`src/design/bdeo_pkg.sv`:
```
// Constants for the bias-drive and electrode-off register bank.
// Assumes a single clock domain at 200 MHz and an AXI4-Lite register port.
package bdeo_pkg;

    localparam int          REG_W          = 8;
    localparam int          ADDR_W         = 8;
    localparam int          DET_W          = 5;

    // ------------------------------------------------------------------
    // Register indices (byte address is four times the index)
    // ------------------------------------------------------------------
    localparam logic [5:0]  IDX_BIAS       = 6'h06;
    localparam logic [5:0]  IDX_EOFF       = 6'h07;
    localparam logic [5:0]  IDX_STAT       = 6'h08;
    localparam logic [5:0]  IDX_IRQ_STAT   = 6'h0c;
    localparam logic [5:0]  IDX_IRQ_MASK   = 6'h0d;

    // ------------------------------------------------------------------
    // Field positions
    // ------------------------------------------------------------------
    localparam int          CHOP_LSB       = 6;
    localparam int          BIAS_PWR_BIT   = 5;
    localparam int          BIAS_SENSE_BIT = 4;
    localparam int          CH2_EXCITE_REVERSE_BIT      = 5;
    localparam int          CH1_EXCITE_REVERSE_BIT      = 4;
    localparam int          CLKDIV_BIT     = 6;
    localparam int          BIAS_DET_BIT   = 4;

    // ------------------------------------------------------------------
    // Reset values and writable masks
    // ------------------------------------------------------------------
    localparam logic [7:0]  BIAS_RST       = 8'h00;
    localparam logic [7:0]  EOFF_RST       = 8'h00;
    localparam logic [7:0]  EOFF_WMASK     = 8'h3f;
    localparam logic        CLKDIV_RST     = 1'b0;
    localparam logic [4:0]  DET_RST        = 5'h00;

    // ------------------------------------------------------------------
    // Divider codes and ratios
    // ------------------------------------------------------------------
    localparam logic [1:0]  CHOP_DIV16     = 2'h0;
    localparam logic [1:0]  CHOP_RSVD      = 2'h1;
    localparam logic [1:0]  CHOP_DIV2      = 2'h2;
    localparam logic [1:0]  CHOP_DIV4      = 2'h3;
    localparam logic [4:0]  MOD_RATIO_LO   = 5'h04;
    localparam logic [4:0]  MOD_RATIO_HI   = 5'h10;

    localparam logic [1:0]  RESP_OKAY      = 2'h0;
    localparam logic [1:0]  RESP_SLVERR    = 2'h2;

    // Reserved chop code falls back to the slowest rate
    function automatic logic [4:0] chop_ratio(input logic [1:0] code);
        unique case (code)
            CHOP_DIV2:  chop_ratio = 5'h02;
            CHOP_DIV4:  chop_ratio = 5'h04;
            default:    chop_ratio = 5'h10;
        endcase
    endfunction

    function automatic logic [4:0] mod_ratio(input logic sel);
        mod_ratio = sel ? MOD_RATIO_HI : MOD_RATIO_LO;
    endfunction

endpackage

```
`src/design/bdeo_div_if.sv`:
```
// Divider control and tick outputs between the register bank and its divider.
// Assumes both ends share aclk.
`timescale 1ns/1ps
`default_nettype none
interface bdeo_div_if;
    logic       mod_div_sel;
    logic [1:0] chop_code;
    logic       mod_tick;
    logic       chop_tick;

    modport ctrl (output mod_div_sel, output chop_code, input mod_tick, input chop_tick);
    modport div  (input mod_div_sel, input chop_code, output mod_tick, output chop_tick);
endinterface
`default_nettype wire

```
`src/design/bdeo_clk_div.sv`:
```
// Modulator and chopper tick generator.
// Assumes control values arrive registered on aclk.
`timescale 1ns/1ps
`default_nettype none
module bdeo_clk_div (
    input  wire logic   aclk,
    input  wire logic   aresetn,
    bdeo_div_if.div     dif
);

    logic [4:0] mod_cnt_r;
    logic [4:0] chop_cnt_r;
    logic       mod_tick_r;
    logic       chop_tick_r;
    logic [4:0] mod_lim;
    logic [4:0] chop_lim;

    assign mod_lim       = bdeo_pkg::mod_ratio(dif.mod_div_sel);
    assign chop_lim      = bdeo_pkg::chop_ratio(dif.chop_code);
    assign dif.mod_tick  = mod_tick_r;
    assign dif.chop_tick = chop_tick_r;

    // ------------------------------------------------------------------
    // Modulator clock
    // ------------------------------------------------------------------
    // Wrap on >= so a shrinking ratio never strands the counter
    always_ff @(posedge aclk) begin
        if (!aresetn) begin
            mod_cnt_r  <= 5'h00;
            mod_tick_r <= 1'b0;
        end else if (mod_cnt_r >= mod_lim - 5'h01) begin
            mod_cnt_r  <= 5'h00;
            mod_tick_r <= 1'b1;
        end else begin
            mod_cnt_r  <= mod_cnt_r + 5'h01;
            mod_tick_r <= 1'b0;
        end
    end

    // ------------------------------------------------------------------
    // Chopper clock, counted in modulator ticks
    // ------------------------------------------------------------------
    always_ff @(posedge aclk) begin
        if (!aresetn) begin
            chop_cnt_r  <= 5'h00;
            chop_tick_r <= 1'b0;
        end else if (mod_tick_r) begin
            if (chop_cnt_r >= chop_lim - 5'h01) begin
                chop_cnt_r  <= 5'h00;
                chop_tick_r <= 1'b1;
            end else begin
                chop_cnt_r  <= chop_cnt_r + 5'h01;
                chop_tick_r <= 1'b0;
            end
        end else begin
            chop_tick_r <= 1'b0;
        end
    end

    // ------------------------------------------------------------------
    // Checks
    // ------------------------------------------------------------------
    logic [4:0] mod_gap_r;
    logic [4:0] chop_gap_r;
    logic       mod_ok_r;
    logic       chop_ok_r;
    logic       sel_q_r;
    logic [1:0] code_q_r;

    always_ff @(posedge aclk) begin
        if (!aresetn) begin
            mod_gap_r  <= 5'h00;
            chop_gap_r <= 5'h00;
            mod_ok_r   <= 1'b0;
            chop_ok_r  <= 1'b0;
            sel_q_r    <= 1'b0;
            code_q_r   <= 2'h0;
        end else begin
            sel_q_r  <= dif.mod_div_sel;
            code_q_r <= dif.chop_code;
            mod_gap_r <= mod_tick_r ? 5'h01 : mod_gap_r + 5'h01;
            if (sel_q_r != dif.mod_div_sel)
                mod_ok_r <= 1'b0;
            else if (mod_tick_r)
                mod_ok_r <= 1'b1;
            if (chop_tick_r)
                chop_gap_r <= 5'h00;
            else if (mod_tick_r)
                chop_gap_r <= chop_gap_r + 5'h01;
            if (code_q_r != dif.chop_code || sel_q_r != dif.mod_div_sel)
                chop_ok_r <= 1'b0;
            else if (chop_tick_r)
                chop_ok_r <= 1'b1;
        end
    end

    AST_MOD_PERIOD: assert property (@(posedge aclk) disable iff (!aresetn)
        mod_tick_r && mod_ok_r && sel_q_r == dif.mod_div_sel |-> mod_gap_r == mod_lim)
        else $error("modulator tick period does not match divider select");

    AST_CHOP_PERIOD: assert property (@(posedge aclk) disable iff (!aresetn)
        mod_tick_r && chop_ok_r && code_q_r == dif.chop_code && chop_gap_r == chop_lim - 5'h01
        |=> chop_tick_r)
        else $error("chopper tick missing after selected count of modulator ticks");

endmodule
`default_nettype wire

```
`src/design/bdeo_regs.sv`:
```
// Bias-drive and electrode-off register bank with AXI4-Lite slave port.
// Assumes electrode detect levels arrive asynchronously from analog comparators.
`timescale 1ns/1ps
`default_nettype none
// Notes on behaviour
// - Chop code selects modulator divided 16, 2, 4
// - Bias buffer powered only when bit set
// - Bias electrode sensing enabled by bit four
// - Low bits route inputs into bias derivation
// - Flip bits reverse excitation current per channel
// - Low bits enable per-input detach detection
// - Status reads one when electrode detached
// - Divider bit picks modulator ratio four/sixteen
// - Bias detached flag is read only
// - Channel detached flags are read only
module bdeo_regs (
    input  wire logic        aclk,
    input  wire logic        aresetn,
    input  wire logic [7:0]  s_axi_awaddr,
    input  wire logic [2:0]  s_axi_awprot,
    input  wire logic        s_axi_awvalid,
    output logic             s_axi_awready,
    input  wire logic [31:0] s_axi_wdata,
    input  wire logic [3:0]  s_axi_wstrb,
    input  wire logic        s_axi_wvalid,
    output logic             s_axi_wready,
    output logic [1:0]       s_axi_bresp,
    output logic             s_axi_bvalid,
    input  wire logic        s_axi_bready,
    input  wire logic [7:0]  s_axi_araddr,
    input  wire logic [2:0]  s_axi_arprot,
    input  wire logic        s_axi_arvalid,
    output logic             s_axi_arready,
    output logic [31:0]      s_axi_rdata,
    output logic [1:0]       s_axi_rresp,
    output logic             s_axi_rvalid,
    input  wire logic        s_axi_rready,
    input  wire logic [4:0]  detached_raw,
    output logic             bias_buffer_power_on,
    output logic             bias_electrode_sense_enable,
    output logic             bias_src_ch2_neg,
    output logic             bias_src_ch2_pos,
    output logic             bias_src_ch1_neg,
    output logic             bias_src_ch1_pos,
    output logic             ch2_excite_reverse,
    output logic             ch1_excite_reverse,
    output logic             detach_detect_ch2_neg,
    output logic             detach_detect_ch2_pos,
    output logic             detach_detect_ch1_neg,
    output logic             detach_detect_ch1_pos,
    output logic             modulator_clock,
    output logic             chop_clock,
    output logic             irq
);

    // ------------------------------------------------------------------
    // Address decode
    // ------------------------------------------------------------------
    function automatic logic addr_hit(input logic [7:0] a);
        addr_hit = (a[1:0] == 2'h0) &&
                   (a[7:2] == bdeo_pkg::IDX_BIAS || a[7:2] == bdeo_pkg::IDX_EOFF ||
                    a[7:2] == bdeo_pkg::IDX_STAT || a[7:2] == bdeo_pkg::IDX_IRQ_STAT ||
                    a[7:2] == bdeo_pkg::IDX_IRQ_MASK);
    endfunction

    logic [7:0] bias_r;
    logic [7:0] eoff_r;
    logic       clkdiv_r;
    logic [4:0] det_s1_r;
    logic [4:0] det_s2_r;
    logic [4:0] det_q_r;
    logic [4:0] irq_stat_r;
    logic [4:0] irq_mask_r;
    logic       irq_r;

    logic       aw_held_r;
    logic       w_held_r;
    logic [7:0] aw_addr_r;
    logic [7:0] w_data_r;
    logic       w_lane0_r;
    logic       awready_r;
    logic       wready_r;
    logic       bvalid_r;
    logic [1:0] bresp_r;
    logic       arready_r;
    logic       rvalid_r;
    logic [7:0] rdata_r;
    logic [1:0] rresp_r;

    logic       aw_take;
    logic       w_take;
    logic       ar_take;
    logic       wr_fire;
    logic       wr_en;
    logic [5:0] wr_idx;
    logic       aw_held_nxt;
    logic       w_held_nxt;
    logic       bvalid_nxt;
    logic       rvalid_nxt;
    logic [7:0] stat_view;
    logic [4:0] det_en;
    logic [4:0] det_rise;
    logic [4:0] irq_clr;

    bdeo_div_if dif ();

    // ------------------------------------------------------------------
    // Write channel handshake
    // ------------------------------------------------------------------
    always_comb begin
        aw_take     = s_axi_awvalid && awready_r;
        w_take      = s_axi_wvalid && wready_r;
        ar_take     = s_axi_arvalid && arready_r;
        wr_fire     = aw_held_r && w_held_r && !bvalid_r;
        wr_en       = wr_fire && w_lane0_r && addr_hit(aw_addr_r);
        wr_idx      = aw_addr_r[7:2];
        aw_held_nxt = !wr_fire && (aw_held_r || aw_take);
        w_held_nxt  = !wr_fire && (w_held_r || w_take);
        bvalid_nxt  = wr_fire || (bvalid_r && !s_axi_bready);
        rvalid_nxt  = ar_take || (rvalid_r && !s_axi_rready);
    end

    always_ff @(posedge aclk) begin
        if (!aresetn) begin
            aw_held_r <= 1'b0;
            w_held_r  <= 1'b0;
            awready_r <= 1'b0;
            wready_r  <= 1'b0;
            bvalid_r  <= 1'b0;
            bresp_r   <= bdeo_pkg::RESP_OKAY;
            aw_addr_r <= 8'h00;
            w_data_r  <= 8'h00;
            w_lane0_r <= 1'b0;
        end else begin
            aw_held_r <= aw_held_nxt;
            w_held_r  <= w_held_nxt;
            awready_r <= !aw_held_nxt && !bvalid_nxt;
            wready_r  <= !w_held_nxt && !bvalid_nxt;
            bvalid_r  <= bvalid_nxt;
            if (aw_take)
                aw_addr_r <= s_axi_awaddr;
            if (w_take) begin
                w_data_r  <= s_axi_wdata[7:0];
                w_lane0_r <= s_axi_wstrb[0];
            end
            if (wr_fire)
                bresp_r <= addr_hit(aw_addr_r) ? bdeo_pkg::RESP_OKAY : bdeo_pkg::RESP_SLVERR;
        end
    end

    // ------------------------------------------------------------------
    // Read channel
    // ------------------------------------------------------------------
    assign stat_view = {1'b0, clkdiv_r, 1'b0, det_s2_r};

    always_ff @(posedge aclk) begin
        if (!aresetn) begin
            arready_r <= 1'b0;
            rvalid_r  <= 1'b0;
            rdata_r   <= 8'h00;
            rresp_r   <= bdeo_pkg::RESP_OKAY;
        end else begin
            arready_r <= !rvalid_nxt;
            rvalid_r  <= rvalid_nxt;
            if (ar_take) begin
                rresp_r <= addr_hit(s_axi_araddr) ? bdeo_pkg::RESP_OKAY
                                                  : bdeo_pkg::RESP_SLVERR;
                if (s_axi_araddr[1:0] != 2'h0)
                    rdata_r <= 8'h00;
                else if (s_axi_araddr[7:2] == bdeo_pkg::IDX_BIAS)
                    rdata_r <= bias_r;
                else if (s_axi_araddr[7:2] == bdeo_pkg::IDX_EOFF)
                    rdata_r <= eoff_r;
                else if (s_axi_araddr[7:2] == bdeo_pkg::IDX_STAT)
                    rdata_r <= stat_view;
                else if (s_axi_araddr[7:2] == bdeo_pkg::IDX_IRQ_STAT)
                    rdata_r <= {3'h0, irq_stat_r};
                else if (s_axi_araddr[7:2] == bdeo_pkg::IDX_IRQ_MASK)
                    rdata_r <= {3'h0, irq_mask_r};
                else
                    rdata_r <= 8'h00;
            end
        end
    end

    // ------------------------------------------------------------------
    // Configuration registers
    // ------------------------------------------------------------------
    always_ff @(posedge aclk) begin
        if (!aresetn)
            bias_r <= bdeo_pkg::BIAS_RST;
        else if (wr_en && wr_idx == bdeo_pkg::IDX_BIAS)
            bias_r <= w_data_r;
    end

    // Top two bits are tied low so they read back as zero
    always_ff @(posedge aclk) begin
        if (!aresetn)
            eoff_r <= bdeo_pkg::EOFF_RST;
        else if (wr_en && wr_idx == bdeo_pkg::IDX_EOFF)
            eoff_r <= w_data_r & bdeo_pkg::EOFF_WMASK;
    end

    always_ff @(posedge aclk) begin
        if (!aresetn)
            clkdiv_r <= bdeo_pkg::CLKDIV_RST;
        else if (wr_en && wr_idx == bdeo_pkg::IDX_STAT)
            clkdiv_r <= w_data_r[bdeo_pkg::CLKDIV_BIT];
    end

    // ------------------------------------------------------------------
    // Electrode detach status
    // ------------------------------------------------------------------
    // Status is a live level, not latched: it follows the comparators
    always_ff @(posedge aclk) begin
        if (!aresetn) begin
            det_s1_r <= bdeo_pkg::DET_RST;
            det_s2_r <= bdeo_pkg::DET_RST;
            det_q_r  <= bdeo_pkg::DET_RST;
        end else begin
            det_s1_r <= detached_raw;
            det_s2_r <= det_s1_r;
            det_q_r  <= det_s2_r;
        end
    end

    // ------------------------------------------------------------------
    // Interrupts
    // ------------------------------------------------------------------
    // Only enabled inputs raise events, since other status bits are noise
    assign det_en   = {bias_r[bdeo_pkg::BIAS_SENSE_BIT], eoff_r[3:0]};
    assign det_rise = det_s2_r & ~det_q_r & det_en;
    assign irq_clr  = (wr_en && wr_idx == bdeo_pkg::IDX_IRQ_STAT) ? w_data_r[4:0] : 5'h00;

    always_ff @(posedge aclk) begin
        if (!aresetn) begin
            irq_stat_r <= 5'h00;
            irq_mask_r <= 5'h00;
            irq_r      <= 1'b0;
        end else begin
            irq_stat_r <= (irq_stat_r & ~irq_clr) | det_rise;
            if (wr_en && wr_idx == bdeo_pkg::IDX_IRQ_MASK)
                irq_mask_r <= w_data_r[4:0];
            irq_r <= |(irq_stat_r & irq_mask_r);
        end
    end

    // ------------------------------------------------------------------
    // Divider and outputs
    // ------------------------------------------------------------------
    assign dif.mod_div_sel = clkdiv_r;
    assign dif.chop_code   = bias_r[bdeo_pkg::CHOP_LSB +: 2];

    bdeo_clk_div u_div (
        .aclk    (aclk),
        .aresetn (aresetn),
        .dif     (dif)
    );

    assign s_axi_awready               = awready_r;
    assign s_axi_wready                = wready_r;
    assign s_axi_bvalid                = bvalid_r;
    assign s_axi_bresp                 = bresp_r;
    assign s_axi_arready               = arready_r;
    assign s_axi_rvalid                = rvalid_r;
    assign s_axi_rresp                 = rresp_r;
    assign s_axi_rdata                 = {24'h000000, rdata_r};
    assign bias_buffer_power_on        = bias_r[bdeo_pkg::BIAS_PWR_BIT];
    assign bias_electrode_sense_enable = bias_r[bdeo_pkg::BIAS_SENSE_BIT];
    assign bias_src_ch2_neg            = bias_r[3];
    assign bias_src_ch2_pos            = bias_r[2];
    assign bias_src_ch1_neg            = bias_r[1];
    assign bias_src_ch1_pos            = bias_r[0];
    assign ch2_excite_reverse          = eoff_r[bdeo_pkg::CH2_EXCITE_REVERSE_BIT];
    assign ch1_excite_reverse          = eoff_r[bdeo_pkg::CH1_EXCITE_REVERSE_BIT];
    assign detach_detect_ch2_neg       = eoff_r[3];
    assign detach_detect_ch2_pos       = eoff_r[2];
    assign detach_detect_ch1_neg       = eoff_r[1];
    assign detach_detect_ch1_pos       = eoff_r[0];
    assign modulator_clock             = dif.mod_tick;
    assign chop_clock                  = dif.chop_tick;
    assign irq                         = irq_r;

    // ------------------------------------------------------------------
    // Checks
    // ------------------------------------------------------------------
    AST_BIAS_PWR: assert property (@(posedge aclk) disable iff (!aresetn)
        wr_en && wr_idx == bdeo_pkg::IDX_BIAS |=> s_axi_bvalid &&
        bias_buffer_power_on == $past(w_data_r[5]))
        else $error("bias buffer power does not follow written bit");

    AST_BIAS_SENSE: assert property (@(posedge aclk) disable iff (!aresetn)
        !(wr_en && wr_idx == bdeo_pkg::IDX_BIAS) |=> $stable(bias_electrode_sense_enable))
        else $error("bias sense enable changed without a write");

    AST_BIAS_SRC: assert property (@(posedge aclk) disable iff (!aresetn)
        wr_en && wr_idx == bdeo_pkg::IDX_BIAS |=>
        {bias_src_ch2_neg, bias_src_ch2_pos, bias_src_ch1_neg, bias_src_ch1_pos}
        == $past(w_data_r[3:0]))
        else $error("bias source routing does not follow written bits");

    AST_FLIP: assert property (@(posedge aclk) disable iff (!aresetn)
        wr_en && wr_idx == bdeo_pkg::IDX_EOFF |=>
        {ch2_excite_reverse, ch1_excite_reverse} == $past(w_data_r[5:4]) && eoff_r[7:6] == 2'h0)
        else $error("excitation reverse bits wrong after write");

    AST_DETECT_EN: assert property (@(posedge aclk) disable iff (!aresetn)
        wr_en && wr_idx != bdeo_pkg::IDX_EOFF |=> $stable({detach_detect_ch2_neg,
        detach_detect_ch2_pos, detach_detect_ch1_neg, detach_detect_ch1_pos}))
        else $error("detection enables changed by a foreign write");

    AST_STAT_LEVEL: assert property (@(posedge aclk) disable iff (!aresetn)
        ar_take && s_axi_araddr == {bdeo_pkg::IDX_STAT, 2'h0} |=>
        s_axi_rvalid && s_axi_rdata[4:0] == $past(det_s2_r))
        else $error("status read does not show detach levels");

    AST_BIAS_STAT: assert property (@(posedge aclk) disable iff (!aresetn)
        $past(aresetn, 1) && $past(aresetn, 2) |->
        det_s2_r[bdeo_pkg::BIAS_DET_BIT] == $past(detached_raw[bdeo_pkg::BIAS_DET_BIT], 2))
        else $error("bias detach flag not two cycles behind input");

    AST_CH_STAT: assert property (@(posedge aclk) disable iff (!aresetn)
        $past(aresetn, 1) && $past(aresetn, 2) |-> det_s2_r[3:0] == $past(detached_raw[3:0], 2))
        else $error("channel detach flags not two cycles behind input");

    AST_STAT_WRITE: assert property (@(posedge aclk) disable iff (!aresetn)
        wr_en && wr_idx == bdeo_pkg::IDX_STAT |=>
        clkdiv_r == $past(w_data_r[6]) && det_s2_r == $past(det_s1_r))
        else $error("status write altered read-only bits or missed divider bit");

    AST_DIV_SEL: assert property (@(posedge aclk) disable iff (!aresetn)
        $rose(clkdiv_r) |-> $past(wr_en) && $past(wr_idx) == bdeo_pkg::IDX_STAT)
        else $error("divider select changed without a status write");

    AST_CHOP_CODE: assert property (@(posedge aclk) disable iff (!aresetn)
        wr_en && wr_idx == bdeo_pkg::IDX_BIAS |=> dif.chop_code == $past(w_data_r[7:6]))
        else $error("chop code does not follow written bias bits");

endmodule
`default_nettype wire

```
`config.mk`:
```
export PLATFORM = sky130hd
export DESIGN_NAME = bdeo_regs
export DESIGN_NICKNAME = d
export VERILOG_FILES = /design/src/design/bdeo_pkg.sv /design/src/design/bdeo_div_if.sv /design/src/design/bdeo_clk_div.sv /design/src/design/bdeo_regs.sv
export SDC_FILE = /design/constraint.sdc
export NUM_CORES = 1
export LEC_CHECK = 0
export BUFFER_PORTS_ARGS = -buffer_cell sky130_fd_sc_hd__buf_4
export CAP_MARGIN = 10
export CELL_PAD_IN_SITES_DETAIL_PLACEMENT = 2
export CELL_PAD_IN_SITES_GLOBAL_PLACEMENT = 2
export CORE_ASPECT_RATIO = 1.1
export CORE_UTILIZATION = 30
export CTS_CLUSTER_DIAMETER = 150
export CTS_CLUSTER_SIZE = 25
export DETAILED_ROUTE_END_ITERATION = 8
export PLACE_DENSITY_LB_ADDON = 0.1
export SLEW_MARGIN = 20
export SYNTH_ARGS = -nofsm -noshare
export SYNTH_HDL_FRONTEND = slang
export SYNTH_SLANG_ARGS = --single-unit
export TNS_END_PERCENT = 5
```
`constraint.sdc`:
```
create_clock -name aclk -period 2.7 [get_ports aclk]
set_input_delay 0.135 -clock aclk [delete_from_list [all_inputs] [get_ports aclk]]
set_output_delay 0.135 -clock aclk [all_outputs]
set_load 0.005 [all_outputs]
```
# == Yosys cells after proc, flatten, opt, wreduce, memory -nomap -nowiden ==
# Index checks and enable logic that the tools add are counted.
# classes
eq_ne,12
mux,14
reduce_logical,46
magnitude_cmp,2
bitwise,8
add_sub_neg,4
# ops
operator,n
"== test 6 x 4 -> 1 bit, second input constant",6
two-way mux 5 bit,5
"== test 6 x 3 -> 1 bit, second input constant",4
AND 5 bit,4
logical AND 1 bit,20
two-way mux 8 bit,2
two-way mux 7 bit,2
logical OR 1 bit,12
"adder 5 x 1 -> 5 bit, second input constant",2
>= comparator 5 bit,2
NOT 5 bit,2
case mux 5 bit (2 select lines),1
"subtractor 5 x 1 -> 5 bit, second input constant",2
zero test 1 bit,8
bitwise OR 5 bit,1
OR reduction 5 bit,1
"== test 2 bit, second input constant",2
zero test 2 bit,2
two-way mux 2 bit,2
two-way mux 1 bit,2
AND reduction 2 bit,1
nonzero test 2 bit,1
OR reduction 2 bit,1
NOT 1 bit,1
# totals
wordCells,112
reg_bits,89
input_bits,70
out_inout_bits,56

# == Depth between registers and ports, before layout ==
# logic_depth
ltp_word,12
ltp_mapped,8
mapped_depth_nobuf,8

# == Modules after synthesis ==
# Synthesis repeated with hierarchy kept, for this count alone.
# hier_totals
hier_cells,432
hier_area_um2,3794.9
# modules_own_cells
module,cells_each,area_per_inst_um2,instances,seq_area_each_um2
bdeo_regs,354,3119.2,1,1501.4
bdeo_clk_div,78,675.6,1,240.2

# == Least setup slack after synthesis ==
# OpenSTA, ideal clock, no wires.
# synth_timing
path_type,register -> register
from,register bias_r[6]
to,register u_div.chop_cnt_r[3]
period_less_slack_ps,2047
t_arrival_ps,1924
slack_ps,653
path_stages_with_launch,9
setup_time_ps,122
required_time_ps,2578
n_path_buf,0
path_cell_list,dfxtp_1 -> nand2b_1 -> ha_1 -> xnor2_1 -> ha_1 -> nand3_1 -> o22ai_1 -> nor3_1 -> a311o_1
# synth_between
elab_chain_cells,5
word_cells_on_any_way,6
classes_between,add/sub: 1; order compare: 1; eq/ne: 2; mux: 2
# synth_lines
element,line_no,source
"start, declared",bdeo_regs.sv:66,logic [7:0] bias_r;
"start signal, assigned",bdeo_regs.sv:191,bias_r <= bdeo_pkg::BIAS_RST;
"start signal, assigned",bdeo_regs.sv:193,bias_r <= w_data_r;
== test 2 bit,bdeo_pkg.sv:53,unique case (code)
case mux 5 bit (2 select lines) (*),bdeo_pkg.sv:53,
subtractor 5 x 1 -> 5 bit (*),bdeo_clk_div.sv:48,if (chop_cnt_r >= chop_lim - 5'h01) begin
>= comparator 5 bit (*),bdeo_clk_div.sv:48,
two-way mux 5 bit (*),bdeo_clk_div.sv:48,
"end signal, assigned",bdeo_clk_div.sv:52,chop_cnt_r <= chop_cnt_r + 5'h01;
"end, declared",bdeo_clk_div.sv:12,logic [4:0] chop_cnt_r;
# Mark *: on every way between the ends. The rest lies on a longest branch, timed or not.
# A chain may end at the register's enable or synchronous reset.

# == Worst setup path in the final report ==
# Same ends and word-level chain as after synthesis.

==> impl_metrics.toml <==
[finish]
final_design_area_no_fill_mm2 = 0.004792
fin_nets = 566
layout.cells.most_common = "dfxtp_1"
drive_gt1_frac = 0.1874
syn2layout_area_growth_pct = 23.35
num-fill-cells = 1415
seq_area_mm2 = 0.001742
multi_input_area_mm2 = 0.001917
layout_common_cells = "dfxtp_1 (87), nand2_1 (82), buf_4 (68), mux2i_1 (31), conb_1 (26)"
antenna_cells = 0

[route]
via_per_inst = 4.798
dr_total_vias = 3109
drt_iter0_drc = 61
antenna_left = 0
wl_per_cell_um = 15.74
firstDrtPassIters = 4
post-route-drc-count = 0
wl_mm = 10.20

[power]
p_leak_nw = 2.025
ir_drop_mv = 0.2602
powerDensity_mw_per_mm2 = 630.9
p_total_mw = 3.023

[sta]
whs_ps = 13.67
worstMarginPinSlew_ps = 731.1
clock.fmax_mhz = 476.3
finalCriticalPeriod_ps = 2099
relSlewSlack = 0.5089
min_period_over_period = 0.7776
tns_ps = 0
slew_viol_final = 0
rsz0062_at_grt = "false"
skew_ps = 4.473
hold_violations = 0
setup_viol = 0

[worst_hold_path]
hold_path_class = "primary input to flop"
min_from = "detached_raw[0]"
holdPathStages = 2

[worst_setup_path]
arrival_ps = 2330
endpoint = "u_div.chop_cnt_r[3]"
rr_endpoint = "u_div.chop_cnt_r[3]"
r2r_slack_ps = 600
crit_start = "bias_r[6]"
required_ps = 2930
crit_path_start_kind = "flop"
path_class = "flop to flop"
r2r_start = "bias_r[6]"
reg2reg_depth = 9
crit_fanout = 8
end_kind = "flop"

[synthesis]
ys_warn_count = 0
syn_area_mm2 = 0.003885
synth_edf_count = 0
synth_flop_cell = "dfxtp_1"
ys_types = 51
postSynthCellCount = 420
yosysSeqAreaShare = 0.4483
postSynthAreaPerCell_um2 = 9.250
synthArstFlopShare = 0
ys_seq_elements = 87

[run]
drv_cap = 0

[floorplan]
core_mm2 = 0.01264
dieArea_mm2 = 0.01341
die_x_um = 110.5
rows = 43
ioPinCount = 126
start_util = 0.3073
die_h_um = 121.4

[placed_design]
port-buffer-count = 66
place_hpwl_mm = 7.224
placed_cell_area_mm2 = 0.004427
place_congestion = 0.7263

[clock_network]
cts_buffer_depth = 2
cts.sinks = 87
clk_latency_ps = 340
clk_pin_slew_ps = 60
cts_tree = "built"
numCtsBuffers = 9
clockRootBuffer = "clkbuf_16"
post_cts_buffers = 0
cts-htree-levels = 3

[grt]
grt_max_degree = 57
track_usage = 0.1567
grt_pass1_wl_mm = 16.40
grt-ovfl-total = 0
grt_pass1_vias = 3276
grt_antenna_before_repair = 0

[run_status]
status = "completed"
[worst max-delay path: stages (launching register included)]
cell	delay, ps
dfxtp_1	330
nand2b_1	200
ha_1	230
xnor2_1	130
ha_1	310
nand3_1	80
o22ai_1	150
buf_4	180
nor3_1	70
a311o_1	320
[cell type report]
type / count / area share
Clock inverter: 3 / 0.01358
Clock buffer: 13 / 0.05431
Timing Repair Buffer: 73 / 0.1191
Inverter: 11 / 0.008616
Multi-Input combinational cell: 304 / 0.4000
Sequential cell: 87 / 0.3634
Tap cell: 157 / 0.04099
[Yosys cell counts, drive strengths merged, types with 2 or more instances]
library cell / number / share of area
dfxtp: 87 / 0.45
nand2: 82 / 0.079
buf: 33 / 0.062
mux2i: 31 / 0.080
a21boi: 21 / 0.041
and2: 21 / 0.034
nor2: 13 / 0.013
inv: 11 / 0.011
clkbuf: 10 / 0.0097
ha: 10 / 0.032
o21ai: 10 / 0.013
nand3: 9 / 0.013
a21oi: 8 / 0.010
and3b: 6 / 0.014
nor2b: 6 / 0.0097
nor3: 6 / 0.0090
a2bb2oi: 5 / 0.011
nand3b: 5 / 0.0097
nor4: 5 / 0.016
o221ai: 5 / 0.011
nand2b: 4 / 0.0064
a31oi: 3 / 0.0048
a21o: 2 / 0.0039
a311o: 2 / 0.0052
nor3b: 2 / 0.0052
nor4b: 2 / 0.0045
o21a: 2 / 0.0039
xnor2: 2 / 0.0045
xor2: 2 / 0.0045
[repair_timing]
action                                 CTS  global route
endpoints found under the hold margin    4             0
hold buffers                             4             0
resized for setup                        0             0
[metal layers]
| metal | vias to the layer above | part of all wire | GRT usage |
|---|---|---|---|
| li1 | 1526 | - | - |
| met1 | 1521 | 0.45 | 0.1859 |
| met2 | 48 | 0.51 | 0.2780 |
| met3 | 14 | 0.026 | 0.02547 |
| met4 | 0 | 0.019 | 0.07000 |
| met5 | - | 0 | 0 |
[stage by stage]
step / std cells / util / setup WS (ps)
4_1_cts: 648 / 0.3790 / 574.6
3_5_place_dp: 628 / 0.3501 / 628.7
3_3_place_gp: 628 / 0.3501 / 675.8
6_report: 648 / 0.3790 / 600.5
5_1_grt: 648 / 0.3790 / 464.7
2_1_floorplan: 445 / - / 653.4
[logic make-up (layout without fill, tap and decap cells)]
group | count (synthesis) | count (layout) | synth area share
compound gates | 66 | 66 | 0.1211
xor+xnor | 4 | 4 | 0.009019
fa+ha+maj | 10 | 10 | 0.03221
buf+inv | 54 | 100 | 0.08245
flops | 87 | 87 | 0.4483
mux | 31 | 31 | 0.07987
other cells | 1 | 26 | 0.0009653
simple gates | 167 | 167 | 0.2261
[sequential cells by signal, summed over array words and instances, names as in the netlist, 5 cells and up]
register,flops
det_s1_r,5
bias_r,8
det_s2_r,5
eoff_r,6
w_data_r,8
u_div.mod_cnt_r,5
det_q_r,5
rdata_r,8
u_div.chop_cnt_r,5
irq_mask_r,5
aw_addr_r,8
irq_stat_r,5
[power breakdown]
group | switching, mW | leakage, nW | total (mW) | internal [mW]
Clock | 0.511 | 0.160 | 1.37 | 0.861
Sequential | 0.0536 | 0.707 | 1.39 | 1.34
Combinational | 0.134 | 1.16 | 0.259 | 0.125
[worst min path at each step]
stage,end
2_1_floorplan,det_s1_r[0]
4_1_cts,det_s1_r[0]
3_3_place_gp,det_s1_r[4]
5_1_grt,det_s1_r[0]
3_5_place_dp,det_s1_r[1]
6_report,det_s1_r[0]
Note: power is estimated with default switching activity, not from simulation.
